<file path="src/pkg/strs_pkg.sv">
package strs_pkg;
	// sampling clock and line timing
	localparam int CLK_HZ              = 20000000;
	localparam int SAMPLE_CLK_HZ       = 7680000;
	localparam int LINE_BIT_RATE       = 192000;
	localparam int BIT_WINDOW_CYCLES   = SAMPLE_CLK_HZ / LINE_BIT_RATE;
	localparam int SAMPLES_PER_BIT     = 29;
	localparam int MAJORITY_THRESHOLD  = 16;
	// delay compensation, in ns and in sample clock ticks (rounded down)
	localparam int DELAY_PF_NS         = 520;
	localparam int DELAY_PF_TEM_NS     = 910;
	localparam int DELAY_PF_TICKS      = (DELAY_PF_NS * 768) / 100000;
	localparam int DELAY_PF_TEM_TICKS  = (DELAY_PF_TEM_NS * 768) / 100000;
	// register map (index = byte address)
	localparam logic [3:0] ADDR_AUX_CONFIG_ONE   = 4'h0;
	localparam logic [3:0] ADDR_SERIAL_PORT_CTRL = 4'h1;
	localparam logic [3:0] ADDR_MODE             = 4'h2;
	localparam logic [3:0] ADDR_STATUS           = 4'h3;
	localparam logic [3:0] ADDR_RX_DATA          = 4'h4;
	localparam logic [3:0] ADDR_THRESHOLD_A      = 4'h5;
	localparam logic [3:0] ADDR_THRESHOLD_B      = 4'h6;
	// field positions
	localparam int AUX_PFS_BIT  = 0;
	localparam int AUX_TEM_BIT  = 1;
	localparam int SPC_SPU_BIT  = 0;
	localparam int SPC_PD_BIT   = 1;
	// reset values
	localparam logic [7:0] AUX_CONFIG_ONE_RST = 8'h00;
	localparam logic [7:0] SERIAL_PORT_RST    = 8'h00;
	localparam logic [1:0] MODE_RST           = 2'h0;
	localparam logic [7:0] THRESHOLD_RST      = 8'h00;
	typedef enum logic [1:0] {
		STRS_MODE_NT  = 2'h0,
		STRS_MODE_LTS = 2'h1,
		STRS_MODE_TE  = 2'h2,
		STRS_MODE_LTT = 2'h3
	} strs_mode_t;
	typedef enum logic [1:0] {
		STRS_PWR_UP   = 2'h0,
		STRS_PWR_DOWN = 2'h1,
		STRS_PWR_WAKE = 2'h3
	} strs_pwr_t;
endpackage : strs_pkg

</file>
<file path="src/logic/strs_fifo.sv">
`timescale 1ns/100ps
`default_nettype none
module strs_fifo #(
	parameter int WIDTH = 1,
	parameter int DEPTH = 16
) (
	// clock and reset
	input  wire logic             clk_in,
	input  wire logic             rst_in,
	// fill side
	input  wire logic             in_valid_in,
	output logic                  in_ready_out,
	input  wire logic [WIDTH-1:0] in_data_in,
	// drain side
	output logic                  out_valid_out,
	input  wire logic             out_ready_in,
	output logic [WIDTH-1:0]      out_data_out
);
	localparam int AW = $clog2(DEPTH);
	logic [WIDTH-1:0] mem [DEPTH];
	logic [AW-1:0]    wr_ptr;
	logic [AW-1:0]    rd_ptr;
	logic [AW:0]      count;
	logic             push;
	logic             pop;
	assign in_ready_out  = (count != (AW+1)'(DEPTH));
	assign out_valid_out = (count != '0);
	assign out_data_out  = mem[rd_ptr];
	assign push          = in_valid_in && in_ready_out;
	assign pop           = out_valid_out && out_ready_in;
	always_ff @(posedge clk_in) begin
		if (push) begin
			mem[wr_ptr] <= in_data_in;
		end
	end
	always_ff @(posedge clk_in) begin
		if (rst_in) begin
			wr_ptr <= '0;
			rd_ptr <= '0;
			count  <= '0;
		end else begin
			if (push) begin
				wr_ptr <= (wr_ptr == AW'(DEPTH-1)) ? '0 : wr_ptr + 1'b1;
			end
			if (pop) begin
				rd_ptr <= (rd_ptr == AW'(DEPTH-1)) ? '0 : rd_ptr + 1'b1;
			end
			count <= count + (AW+1)'(push) - (AW+1)'(pop);
		end
	end
endmodule : strs_fifo
`default_nettype wire

</file>
<file path="src/logic/strs_sampler.sv">
// Implementation choices: the register addresses and the plain strobed port.
`timescale 1ns/100ps
`default_nettype none
// Functional notes
// - the two delay bits shift sampling by 0, 3 or 6 sample ticks (520 ns and 910 ns rounded down to ticks).
// - test bit set with prefilter bit clear disables all layer-1 receive work.
// - majority oversampling runs only in terminal and trunk terminal modes.
// - each bit window takes 29 samples spaced at the 7.68 MHz sampling tick.
// - 16 or more samples above threshold give a zero, otherwise a one.
// - the receiver switches between two sensitivity levels, picking the threshold.
// - in terminal power-down only level detection runs and all clocks stop.
// - while powered down, serial data outputs sit high and clock outputs low.
// - line activation seen during power-down restarts the clocks on its own.
// - a 192 kbit/s line bit spans forty sampling clock cycles.
module strs_sampler #(
	parameter int FIFO_DEPTH = 16,
	parameter int LEVEL_BITS = 8
) (
	// clock and reset
	input  wire logic                  MCLK_IN,
	input  wire logic                  SYS_RST_IN,
	// register port
	input  wire logic [3:0]            ADDR_IN,
	input  wire logic [7:0]            WDATA_IN,
	input  wire logic                  WR_IN,
	input  wire logic                  RD_IN,
	output logic      [7:0]            RDATA_OUT,
	// line side
	input  wire logic [LEVEL_BITS-1:0] LINE_LEVEL_IN,
	input  wire logic                  LINE_ACT_IN,
	// received bit stream
	output logic                       RX_VALID_OUT,
	input  wire logic                  RX_READY_IN,
	output logic                       RX_BIT_OUT,
	// system serial port
	output logic                       SER_CLK_OUT,
	output logic                       SER_DATA_OUT,
	output logic                       POWERED_DOWN_OUT
);
	// phase accumulator makes the 7.68 MHz tick from the 20 MHz clock
	localparam logic [15:0] PH_STEP = 16'(strs_pkg::SAMPLE_CLK_HZ / 1000);
	localparam logic [15:0] PH_MOD  = 16'(strs_pkg::CLK_HZ / 1000);
	localparam int          WIN     = strs_pkg::BIT_WINDOW_CYCLES;
	localparam int          WIN_W   = $clog2(WIN);

	logic [7:0]            aux_config_one;
	logic [7:0]            serial_port_control_reg;
	logic [1:0]            mode_reg;
	logic [LEVEL_BITS-1:0] receive_threshold_a;
	logic [LEVEL_BITS-1:0] receive_threshold_b;
	logic [LEVEL_BITS-1:0] level_s1;
	logic [LEVEL_BITS-1:0] level_s2;
	logic                  act_s1;
	logic                  act_s2;
	logic [15:0]           phase;
	logic                  tick;
	logic [WIN_W-1:0]      win_cnt;
	logic [3:0]            delay_cnt;
	logic [4:0]            sample_cnt;
	logic [4:0]            above_cnt;
	logic                  high_sens;
	logic                  spu_prev;
	logic                  spu_armed;
	strs_pkg::strs_pwr_t   pwr;
	logic                  fifo_in_valid;
	logic                  fifo_in_ready;
	logic                  fifo_out_valid;
	logic                  fifo_out_data;
	logic                  decided;
	logic [2:0]            ser_div;

	logic       prefilter_delay_select;
	logic       layer1_test_select;
	logic       software_power_up;
	logic       layer1_off;
	logic       oversample_on;
	logic       terminal_mode;
	logic       trunk_terminal_mode;
	logic       clocks_run;
	logic [3:0] delay_ticks;
	logic [LEVEL_BITS-1:0] threshold;

	assign prefilter_delay_select = aux_config_one[strs_pkg::AUX_PFS_BIT];
	assign layer1_test_select     = aux_config_one[strs_pkg::AUX_TEM_BIT];
	assign software_power_up      = serial_port_control_reg[strs_pkg::SPC_SPU_BIT];
	assign terminal_mode          = (mode_reg == strs_pkg::STRS_MODE_TE);
	assign trunk_terminal_mode    = (mode_reg == strs_pkg::STRS_MODE_LTT);
	assign layer1_off             = layer1_test_select && !prefilter_delay_select;
	assign oversample_on          = (terminal_mode || trunk_terminal_mode) && !layer1_off;
	// wake restarts clocks at once; software only has to drop the request afterwards
	assign clocks_run             = (pwr != strs_pkg::STRS_PWR_DOWN);
	assign threshold = high_sens ? receive_threshold_a : receive_threshold_b;

	always_comb begin
		delay_ticks = 4'h0;
		if (prefilter_delay_select) begin
			delay_ticks = layer1_test_select ? 4'(strs_pkg::DELAY_PF_TEM_TICKS)
			                                 : 4'(strs_pkg::DELAY_PF_TICKS);
		end
	end

	// registers
	always_ff @(posedge MCLK_IN) begin
		if (SYS_RST_IN) begin
			aux_config_one          <= strs_pkg::AUX_CONFIG_ONE_RST;
			serial_port_control_reg <= strs_pkg::SERIAL_PORT_RST;
			mode_reg                <= strs_pkg::MODE_RST;
			receive_threshold_a     <= LEVEL_BITS'(strs_pkg::THRESHOLD_RST);
			receive_threshold_b     <= LEVEL_BITS'(strs_pkg::THRESHOLD_RST);
		end else if (WR_IN) begin
			unique case (ADDR_IN)
				strs_pkg::ADDR_AUX_CONFIG_ONE:   aux_config_one <= WDATA_IN;
				strs_pkg::ADDR_SERIAL_PORT_CTRL: serial_port_control_reg <= WDATA_IN;
				strs_pkg::ADDR_MODE:             mode_reg <= WDATA_IN[1:0];
				strs_pkg::ADDR_THRESHOLD_A:      receive_threshold_a <= LEVEL_BITS'(WDATA_IN);
				strs_pkg::ADDR_THRESHOLD_B:      receive_threshold_b <= LEVEL_BITS'(WDATA_IN);
				default: ;
			endcase
		end
	end

	always_ff @(posedge MCLK_IN) begin
		if (SYS_RST_IN) begin
			RDATA_OUT <= 8'h00;
		end else if (RD_IN) begin
			unique case (ADDR_IN)
				strs_pkg::ADDR_AUX_CONFIG_ONE:   RDATA_OUT <= aux_config_one;
				strs_pkg::ADDR_SERIAL_PORT_CTRL: RDATA_OUT <= serial_port_control_reg;
				strs_pkg::ADDR_MODE:             RDATA_OUT <= {6'h00, mode_reg};
				strs_pkg::ADDR_STATUS: begin
					RDATA_OUT <= {3'h0, high_sens, layer1_off, oversample_on, pwr};
				end
				strs_pkg::ADDR_RX_DATA: RDATA_OUT <= {7'h00, decided};
				strs_pkg::ADDR_THRESHOLD_A: RDATA_OUT <= 8'(receive_threshold_a);
				strs_pkg::ADDR_THRESHOLD_B: RDATA_OUT <= 8'(receive_threshold_b);
				default: RDATA_OUT <= 8'h00;
			endcase
		end else begin
			RDATA_OUT <= 8'h00;
		end
	end

	// pin synchronisers
	always_ff @(posedge MCLK_IN) begin
		if (SYS_RST_IN) begin
			level_s1 <= '0;
			level_s2 <= '0;
			act_s1   <= 1'b0;
			act_s2   <= 1'b0;
		end else begin
			level_s1 <= LINE_LEVEL_IN;
			level_s2 <= level_s1;
			act_s1   <= LINE_ACT_IN;
			act_s2   <= act_s1;
		end
	end

	// power state: level detect alone keeps running while down
	always_ff @(posedge MCLK_IN) begin
		if (SYS_RST_IN) begin
			pwr       <= strs_pkg::STRS_PWR_UP;
			spu_prev  <= 1'b0;
			spu_armed <= 1'b0;
		end else begin
			spu_prev <= software_power_up;
			if (software_power_up && !spu_prev) begin
				spu_armed <= 1'b1;
			end
			unique case (pwr)
				strs_pkg::STRS_PWR_UP: begin
					spu_armed <= 1'b0;
					if (serial_port_control_reg[strs_pkg::SPC_PD_BIT] && terminal_mode) begin
						pwr <= strs_pkg::STRS_PWR_DOWN;
					end
				end
				strs_pkg::STRS_PWR_DOWN: begin
					if (act_s2) begin
						pwr <= strs_pkg::STRS_PWR_WAKE;
					end else if (spu_armed && !software_power_up) begin
						pwr <= strs_pkg::STRS_PWR_WAKE;
					end
				end
				strs_pkg::STRS_PWR_WAKE: begin
					// power-down request must drop before settling; until then the state holds in wake
					if (!serial_port_control_reg[strs_pkg::SPC_PD_BIT]) begin
						pwr <= strs_pkg::STRS_PWR_UP;
					end
				end
				default: pwr <= strs_pkg::STRS_PWR_UP;
			endcase
		end
	end

	// sample tick generator, stopped while clocks are off
	always_ff @(posedge MCLK_IN) begin
		if (SYS_RST_IN || !clocks_run || layer1_off) begin
			phase <= 16'h0000;
			tick  <= 1'b0;
		end else if (phase + PH_STEP >= PH_MOD) begin
			phase <= phase + PH_STEP - PH_MOD;
			tick  <= 1'b1;
		end else begin
			phase <= phase + PH_STEP;
			tick  <= 1'b0;
		end
	end

	// bit window: forty ticks, delay then 29 samples
	always_ff @(posedge MCLK_IN) begin
		if (SYS_RST_IN || !clocks_run || layer1_off) begin
			win_cnt    <= '0;
			delay_cnt  <= 4'h0;
			sample_cnt <= 5'h00;
			above_cnt  <= 5'h00;
		end else if (tick) begin
			if (win_cnt == WIN_W'(WIN - 1)) begin
				win_cnt    <= '0;
				delay_cnt  <= 4'h0;
				sample_cnt <= 5'h00;
				above_cnt  <= 5'h00;
			end else begin
				win_cnt <= win_cnt + 1'b1;
				if (delay_cnt != delay_ticks) begin
					delay_cnt <= delay_cnt + 1'b1;
				end else if (sample_cnt != 5'(strs_pkg::SAMPLES_PER_BIT)) begin
					sample_cnt <= sample_cnt + 1'b1;
					if (level_s2 > threshold) begin
						above_cnt <= above_cnt + 1'b1;
					end
				end
			end
		end
	end

	// decision and sensitivity switch at window end
	always_ff @(posedge MCLK_IN) begin
		if (SYS_RST_IN) begin
			decided       <= 1'b1;
			fifo_in_valid <= 1'b0;
			high_sens     <= 1'b1;
		end else begin
			fifo_in_valid <= 1'b0;
			if (tick && clocks_run && !layer1_off && win_cnt == WIN_W'(WIN - 1)) begin
				if (oversample_on) begin
					decided <= !(above_cnt >= 5'(strs_pkg::MAJORITY_THRESHOLD));
				end else begin
					decided <= !(level_s2 > threshold);
				end
				// strong pulse drops sensitivity, a quiet window raises it
				high_sens     <= !(level_s2 > receive_threshold_b);
				fifo_in_valid <= fifo_in_ready; // a full queue drops the bit
			end
		end
	end

	strs_fifo #(
		.WIDTH(1),
		.DEPTH(FIFO_DEPTH)
	) u_fifo (
		.clk_in       (MCLK_IN),
		.rst_in       (SYS_RST_IN),
		.in_valid_in  (fifo_in_valid),
		.in_ready_out (fifo_in_ready),
		.in_data_in   (decided),
		.out_valid_out(fifo_out_valid),
		.out_ready_in (clocks_run && RX_READY_IN && !RX_VALID_OUT),
		.out_data_out (fifo_out_data)
	);

	// output stage from flip-flops
	always_ff @(posedge MCLK_IN) begin
		if (SYS_RST_IN) begin
			RX_VALID_OUT <= 1'b0;
			RX_BIT_OUT   <= 1'b1;
		end else if (clocks_run && RX_READY_IN && !RX_VALID_OUT && fifo_out_valid) begin
			// queued bits wait while clocks are stopped
			RX_VALID_OUT <= 1'b1;
			RX_BIT_OUT   <= fifo_out_data;
		end else begin
			RX_VALID_OUT <= 1'b0;
		end
	end

	always_ff @(posedge MCLK_IN) begin
		if (SYS_RST_IN) begin
			ser_div          <= 3'h0;
			SER_CLK_OUT      <= 1'b0;
			SER_DATA_OUT     <= 1'b1;
			POWERED_DOWN_OUT <= 1'b0;
		end else begin
			POWERED_DOWN_OUT <= !clocks_run;
			if (!clocks_run) begin
				ser_div      <= 3'h0;
				SER_CLK_OUT  <= 1'b0;
				SER_DATA_OUT <= 1'b1;
			end else begin
				ser_div      <= ser_div + 1'b1;
				SER_CLK_OUT  <= ser_div[2];
				SER_DATA_OUT <= RX_BIT_OUT;
			end
		end
	end
endmodule : strs_sampler
`default_nettype wire

</file>
<file path="config.mk">
export PLATFORM = sky130hd
export DESIGN_NAME = strs_sampler
export DESIGN_NICKNAME = d
export VERILOG_FILES = /design/src/pkg/strs_pkg.sv /design/src/logic/strs_fifo.sv /design/src/logic/strs_sampler.sv
export SDC_FILE = /design/constraint.sdc
export NUM_CORES = 1
export LEC_CHECK = 0
export BUFFER_PORTS_ARGS = -buffer_cell sky130_fd_sc_hd__buf_2
export CAP_MARGIN = 20
export CORE_ASPECT_RATIO = 1.4
export CORE_UTILIZATION = 45
export DETAILED_ROUTE_END_ITERATION = 16
export HOLD_SLACK_MARGIN = 0.05
export PLACE_DENSITY = 0.65
export SETUP_SLACK_MARGIN = 0.15
export SYNTH_ARGS = -nofsm -noshare
export SYNTH_HDL_FRONTEND = slang
export SYNTH_SLANG_ARGS = --single-unit
</file>
<file path="constraint.sdc">
create_clock -name MCLK_IN -period 3.5 [get_ports MCLK_IN]
set_input_delay 0.7 -clock MCLK_IN [delete_from_list [all_inputs] [get_ports MCLK_IN]]
set_output_delay 0.7 -clock MCLK_IN [all_outputs]
set_load 0.02 [all_outputs]
</file>
==> results of run 1 <==
-- area by class of cell --
class	instances	area, µm²	area share
tap	185	231	0.0319
timing repair buffer	44	235	0.0324
clock buffer	17	425	0.0586
inverter	31	116	0.0160
sequential	136	2880	0.397
multi-input combinational	491	3260	0.449
clock inverter	13	106	0.0147
-- synthesized netlist by cell type (2+ instances only) --
| cell | n |
|---|---|
| mux2_2 | 4 |
| nand3b_1 | 4 |
| inv_1 | 31 |
| and4_1 | 2 |
| mux2i_1 | 30 |
| nand2_1 | 55 |
| xor2_1 | 16 |
| o211ai_1 | 4 |
| edfxtp_1 | 16 |
| a211o_1 | 2 |
| nor3b_1 | 4 |
| nor4b_1 | 2 |
| a211oi_1 | 4 |
| a31oi_1 | 5 |
| a21oi_1 | 50 |
| o21ai_0 | 22 |
| dfxtp_1 | 120 |
| nand2b_1 | 7 |
| buf_2 | 2 |
| xnor2_1 | 6 |
| clkbuf_1 | 26 |
| a21o_1 | 5 |
| nand3_1 | 44 |
| a221oi_1 | 4 |
| nand4_1 | 10 |
| a22oi_1 | 6 |
| mux4_2 | 5 |
| nor2_1 | 68 |
| buf_1 | 3 |
| nor3_1 | 14 |
| nor4_1 | 6 |
| or3_1 | 11 |
| a21bo_2 | 2 |
| ha_1 | 36 |
| and3_1 | 12 |
| a32oi_1 | 2 |
| and2_1 | 2 |
| a22o_1 | 2 |
| nor2b_1 | 27 |
-- worst paths after layout --
path / start / end / depth (start not counted) / slack [ps]
setup / recovery: u_fifo.count[3] / u_fifo.count[4] / 15 / 560
hold reg to reg: level_s1[1] / level_s2[1] / 1 / 430
hold / removal: level_s1[1] / level_s2[1] / 1 / 430
setup reg to reg: u_fifo.count[3] / u_fifo.count[4] / 15 / 560
-- per-layer routing --
| metal | GRT usage | part of all wire | vias up | wire length [µm] |
|---|---|---|---|---|
| met5 | 0 | 0 | - | 0 |
| met3 | 0.0436 | 0.035 | 35 | 515 |
| li1 | - | - | 2509 | - |
| met2 | 0.401 | 0.55 | 112 | 7940 |
| met4 | 0.114 | 0.036 | 0 | 525 |
| met1 | 0.219 | 0.38 | 2432 | 5580 |
-- per-stage QoR --
stage	instances	setup slack (ps)	total power, µW	area (µm²)
final	917	560	4580	7250
after floorplan	691	981	2740	6390
after global routing	917	405	4850	7250
after CTS	917	578	4620	7250
after global placement	887	782	2900	6720
after detailed placement	887	598	2980	6720
-- worst max-delay path: stages (launching register included) --
cell and delay (ps):
dfxtp_1 320, inv_1 80, ha_1 170, nor4b_1 460, nor4b_4 80, buf_4 180
ha_1 280, inv_1 40, ha_1 210, inv_1 90, fa_1 220, inv_1 60
a21oi_1 130, nor2_1 70, or3_1 350, a21oi_1 140
-- cell usage in the layout, fill, tap and decap left out, types with 5 or more instances in the layout --
cell type,instances
a21o_1,5
nand4_1,10
or3_1,11
nand2_1,55
buf_4,6
ha_1,36
mux4_2,5
nor3_1,14
o21ai_0,22
nand3_1,44
a31oi_1,5
and3_1,12
buf_2,38
edfxtp_1,16
nor2b_1,27
a22oi_1,6
inv_1,31
xor2_1,16
clkbuf_16,17
a21oi_1,50
xnor2_1,6
dfxtp_1,120
clkinv_2,6
nor2_1,68
nand2b_1,7
nor4_1,5
mux2i_1,30
-- power breakdown --
group	internal, µW	total, µW	switching, µW
registers	1700	1860	160
clock network	963	1630	665
logic	487	1090	598
-- cells by family (layout without fill, tap and decap cells) --
family,after synthesis,after routing
XOR/XNOR,22,22
multiplexers,39,39
AND/OR/NAND/NOR,273,273
AO/OA/AOI/OAI,120,120
buffers and inverters,64,105
flip-flops,136,136
adder cells (fa/ha/maj),37,37
==> results.py, run 1 <==
metrics = {
    "finish": {
        "nets": 784,
        "fillerInstances": 1318,
        "reg_top3": "u_fifo.mem x16, phase x11",
        "final_core_util": 0.521,
        "syn_to_final_growth_pct": 13.6,
        "drive_gt1_frac": 0.122,
        "antenna_cells": 0,
        "regMostFlops": "u_fifo.mem",
        "largest_reg_flops": 16,
    },
    "route": {
        "num_vias": 5088,
        "dr.pass1.iters": 5,
        "drt-initial-drc-count": 256,
        "drc": 0,
        "vias_per_cell": 5.55,
        "antenna_left": 0,
        "drt-total-wl_mm": 14.6,
        "wl_per_cell_um": 15.9,
    },
    "synth": {
        "synth.avg_cell_area_um2": 9.24,
        "synth_edf_count": 16,
        "synth-main-ff-cell": "dfxtp_1",
        "yosys.area_share.simple": 0.216,
        "muxShareOfSynthArea": 0.0717,
        "synth-seq-cells": 136,
        "synth_compound_gate_area_share": 0.118,
        "synth_nets": 754,
        "ys_async_sr_fraction": 0,
        "netlist_area_mm2": 0.00639,
        "yosysWarnings": 0,
        "synthTopCellsByArea": "dfxtp_1, edfxtp_1, ha_1",
        "synth_top_family_by_area": "simple AND/OR/NAND/NOR gates",
        "yosysSeqAreaShare": 0.451,
        "synthXorXnorAreaFrac": 0.0302,
        "synthCells": 691,
        "synth_fa_ha_area_frac": 0.0737,
        "yosysUniqueCellTypes": 59,
        "synth_top_area_share": 0.376,
        "synth_top_cell_by_area": "dfxtp_1",
    },
    "floorplanning": {
        "core_area_mm2": 0.0139,
        "fp-row-count": 51,
        "die-area_mm2": 0.0147,
        "initial_core_util": 0.459,
        "die_h_um": 143,
        "die_w_um": 103,
        "ios": 39,
    },
    "timing": {
        "relSlewSlack": 0.486,
        "slew_violations": 0,
        "max_freq_mhz": 340,
        "fin_worst_skew_ps": 10.8,
        "setup_viol": 0,
        "min_period_ps": 2940,
        "grt_setup_unrepaired": "false",
        "final.setup.tns_ps": 0,
        "timing.final.crit_share": 0.840,
        "tightest_slew_ps": 771,
        "hold_viol_final": 0,
        "hold_ws_ps": 434,
    },
    "global_routing": {
        "grt_pass1_wl_mm": 24.1,
        "grt_pass1_vias": 5158,
        "antenna_found_initial": 0,
        "grt_overflow": 0,
        "grtUsageTotal": 0.215,
        "grt_max_degree": 75,
    },
    "run": {
        "maxCapViolations": 0,
    },
    "status": {
        "run_status": "finished clean",
    },
    "clock_tree": {
        "cts_buffer_depth": 2,
        "cts_inserted_buffers": 17,
        "clk_pin_slew_ps": 60,
        "clk_latency_ps": 410,
        "holdBufCountCts": 0,
        "cts-root-buf": "clkbuf_16",
        "cts.sinks": 136,
        "htree_levels": 4,
        "post_cts_buffers": 0,
        "ctsResizeCount": 0,
        "cts_tree": "yes",
    },
    "power": {
        "power.density_mw_per_mm2": 631,
        "ir_drop_mv": 0.267,
        "p_leak_uw": 0.00289,
    },
    "place": {
        "portBuffers": 38,
        "gp_congestion": 0.846,
        "hpwl_mm": 10.4,
    },
    "critical_path": {
        "start_kind": "register",
        "critPathKind": "reg2reg",
        "cp.arrival_ps": 3280,
        "cp-end-kind": "register",
        "crit_required_ps": 3840,
        "critical_path.max_fanout": 7,
    },
    "min_path": {
        "hold_class": "reg2reg",
    },
}
(Power assumes the default switching activity.)
==> inputs of run 2 (changes only) <==
--- a/config.mk
+++ b/config.mk
@@ -5,6 +5,7 @@
 export SDC_FILE = /design/constraint.sdc
 export NUM_CORES = 1
 export LEC_CHECK = 0
+export ABC_AREA = 1
 export BUFFER_PORTS_ARGS = -buffer_cell sky130_fd_sc_hd__buf_2
 export CAP_MARGIN = 20
 export CORE_ASPECT_RATIO = 1.4
==> constraint.sdc (replaced) <==
create_clock -name MCLK_IN -period 3.1 [get_ports MCLK_IN]
set_input_delay 0.62 -clock MCLK_IN [delete_from_list [all_inputs] [get_ports MCLK_IN]]
set_output_delay 0.62 -clock MCLK_IN [all_outputs]
set_load 0.02 [all_outputs]
==> results.py, run 2 <==
metrics = {
    "status": {
        "run_status": "finished clean",
    },
    "synth": {
        "synth_nets": 892,
        "ys_async_sr_fraction": 0,
        "netlist_area_mm2": 0.00644,
        "synth_top_cell_by_area": "dfxtp_1",
        "yosysWarnings": 0,
        "yosysSeqAreaShare": 0.447,
        "synth_edf_count": 16,
        "synthTopCellsByArea": "dfxtp_1, edfxtp_1, nand2_1",
        "synth-main-ff-cell": "dfxtp_1",
        "synth.avg_cell_area_um2": 7.77,
        "synthCells": 829,
        "synth_top_area_share": 0.373,
        "synth-seq-cells": 136,
        "synth_common_cells": "nand2_1, dfxtp_1, inv_1",
        "yosysMostFrequentCell": "nand2_1",
        "yosysUniqueCellTypes": 40,
    },
    "critical_path": {
        "cp-end-kind": "register",
        "crit_required_ps": 3400,
        "cp.arrival_ps": 2870,
        "start_kind": "register",
        "critPathKind": "reg2reg",
        "critical_path.max_fanout": 8,
    },
    "route": {
        "antenna_left": 0,
        "drc": 0,
        "drt-initial-drc-count": 217,
        "wl_per_cell_um": 12.7,
        "drt-total-wl_mm": 13.5,
        "dr.pass1.iters": 5,
        "num_vias": 5266,
        "vias_per_cell": 4.94,
    },
    "power": {
        "power.density_mw_per_mm2": 744,
        "ir_drop_mv": 0.549,
        "p_leak_uw": 0.00320,
    },
    "global_routing": {
        "grtUsageTotal": 0.198,
        "grt_overflow": 0,
        "antenna_found_initial": 2,
        "grt_max_degree": 35,
        "grt_pass1_vias": 4933,
        "grt_pass1_wl_mm": 22.3,
    },
    "timing": {
        "fin_worst_skew_ps": 5.45,
        "grt_setup_unrepaired": "false",
        "final.setup.tns_ps": 0,
        "tightest_slew_ps": 598,
        "hold_viol_final": 0,
        "min_period_ps": 2570,
        "relSlewSlack": 0.602,
        "max_freq_mhz": 389,
        "timing.final.crit_share": 0.828,
        "hold_ws_ps": 396,
        "slew_violations": 0,
        "setup_viol": 0,
    },
    "clock_tree": {
        "cts_buffer_depth": 2,
        "cts_tree": "yes",
        "holdBufCountCts": 0,
        "cts_inserted_buffers": 17,
        "ctsResizeCount": 0,
        "htree_levels": 4,
        "cts-root-buf": "clkbuf_16",
        "cts.sinks": 136,
        "clk_pin_slew_ps": 60,
        "clk_latency_ps": 420,
        "post_cts_buffers": 0,
    },
    "finish": {
        "reg_top3": "u_fifo.mem x16, phase x11",
        "layout_commonest_cell": "nand2_1",
        "nets": 930,
        "regMostFlops": "u_fifo.mem",
        "final_core_util": 0.525,
        "drive_gt1_frac": 0.118,
        "layout_common_cells": "nand2_1, dfxtp_1, inv_1",
        "syn_to_final_growth_pct": 13.9,
        "largest_reg_flops": 16,
    },
    "place": {
        "gp_congestion": 0.863,
        "hpwl_mm": 9.89,
        "portBuffers": 38,
    },
    "floorplanning": {
        "initial_core_util": 0.461,
        "core_area_mm2": 0.0140,
        "die-area_mm2": 0.0148,
        "ios": 39,
        "fp-row-count": 51,
        "die_h_um": 144,
        "die_w_um": 103,
    },
    "run": {
        "maxCapViolations": 0,
    },
    "min_path": {
        "hold_class": "in2reg",
    },
}
## run 2: cell count changes after synthesis, sizes merged, moves of 15 or more
cell | before | now
inv | 31 | 121
nand2 | 55 | 133
nor2 | 68 | 116
o21ai | 22 | 67
a21oi | 50 | 80
mux2i | 30 | 0
nor2b | 27 | 0
o22ai | 0 | 15
## run 2: cell type report
class                      instances  area, µm²
multi-input combinational        551       3000
sequential                       136       2880
clock inverter                    13        133
fill                            1377       6640
tap                              185        231
clock buffer                      18        429
antenna                            1       2.50
inverter                         121        454
timing repair buffer              40        205
## run 2: path summary, 6_finish.rpt
path                                       start               to  slack [ps]  depth (start not counted)
worst max-delay path             u_fifo.count[2]  u_fifo.count[4]         530                         14
worst min-delay path            LINE_LEVEL_IN[2]      level_s1[2]         400                          3
worst max register to register   u_fifo.count[2]  u_fifo.count[4]         530                         14
worst min register to register       level_s1[7]      level_s2[7]         400                          2
## run 2: logic make-up (layout without fill, tap and decap cells)
group,count (synthesis),after routing,share of synthesized area
AO/OA/AOI/OAI,181,181,0.152
XOR/XNOR,19,19,0.0270
other,0,1,0
flip-flops,136,136,0.447
adder cells (fa/ha/maj),37,37,0.0730
AND/OR/NAND/NOR,314,314,0.213
buffers and inverters,142,192,0.0872
## run 2: critical path, cell delays in order, from the launching register on
cell and delay [ps]:
dfxtp_1 310, inv_1 70, ha_1 170, nand4_1 90
nand2_1 220, inv_1 130, ha_1 300, inv_1 50
ha_1 150, inv_1 50, fa_1 400, o21ai_0 200
a21oi_1 100, o21ai_0 140, a21oi_1 60
## run 2: routing by layer
layer  vias up  wire [µm]  track usage  part of all wire
met5         -         13            0           0.00096
met4         2        303       0.0845             0.022
li1       2780          -            -                 -
met2        93       6830        0.346              0.50
met3        26        594       0.0618             0.044
met1      2365       5790        0.217              0.43
## run 2: power by group
part / switching (µW) / internal, µW
Combinational: 924 / 533
Sequential: 143 / 1940
Clock: 752 / 1170
## run 2: per-stage QoR
step                total power (µW)  cell area, µm²  setup WS, ps  cells
floorplan                       3320            6440           685    829
global placement                3570            6770           427   1033
detailed placement              3580            6770           374   1033
CTS                             5500            7340           523   1064
global route                    5840            7340           199   1064
finish                          5460            7340           532   1065
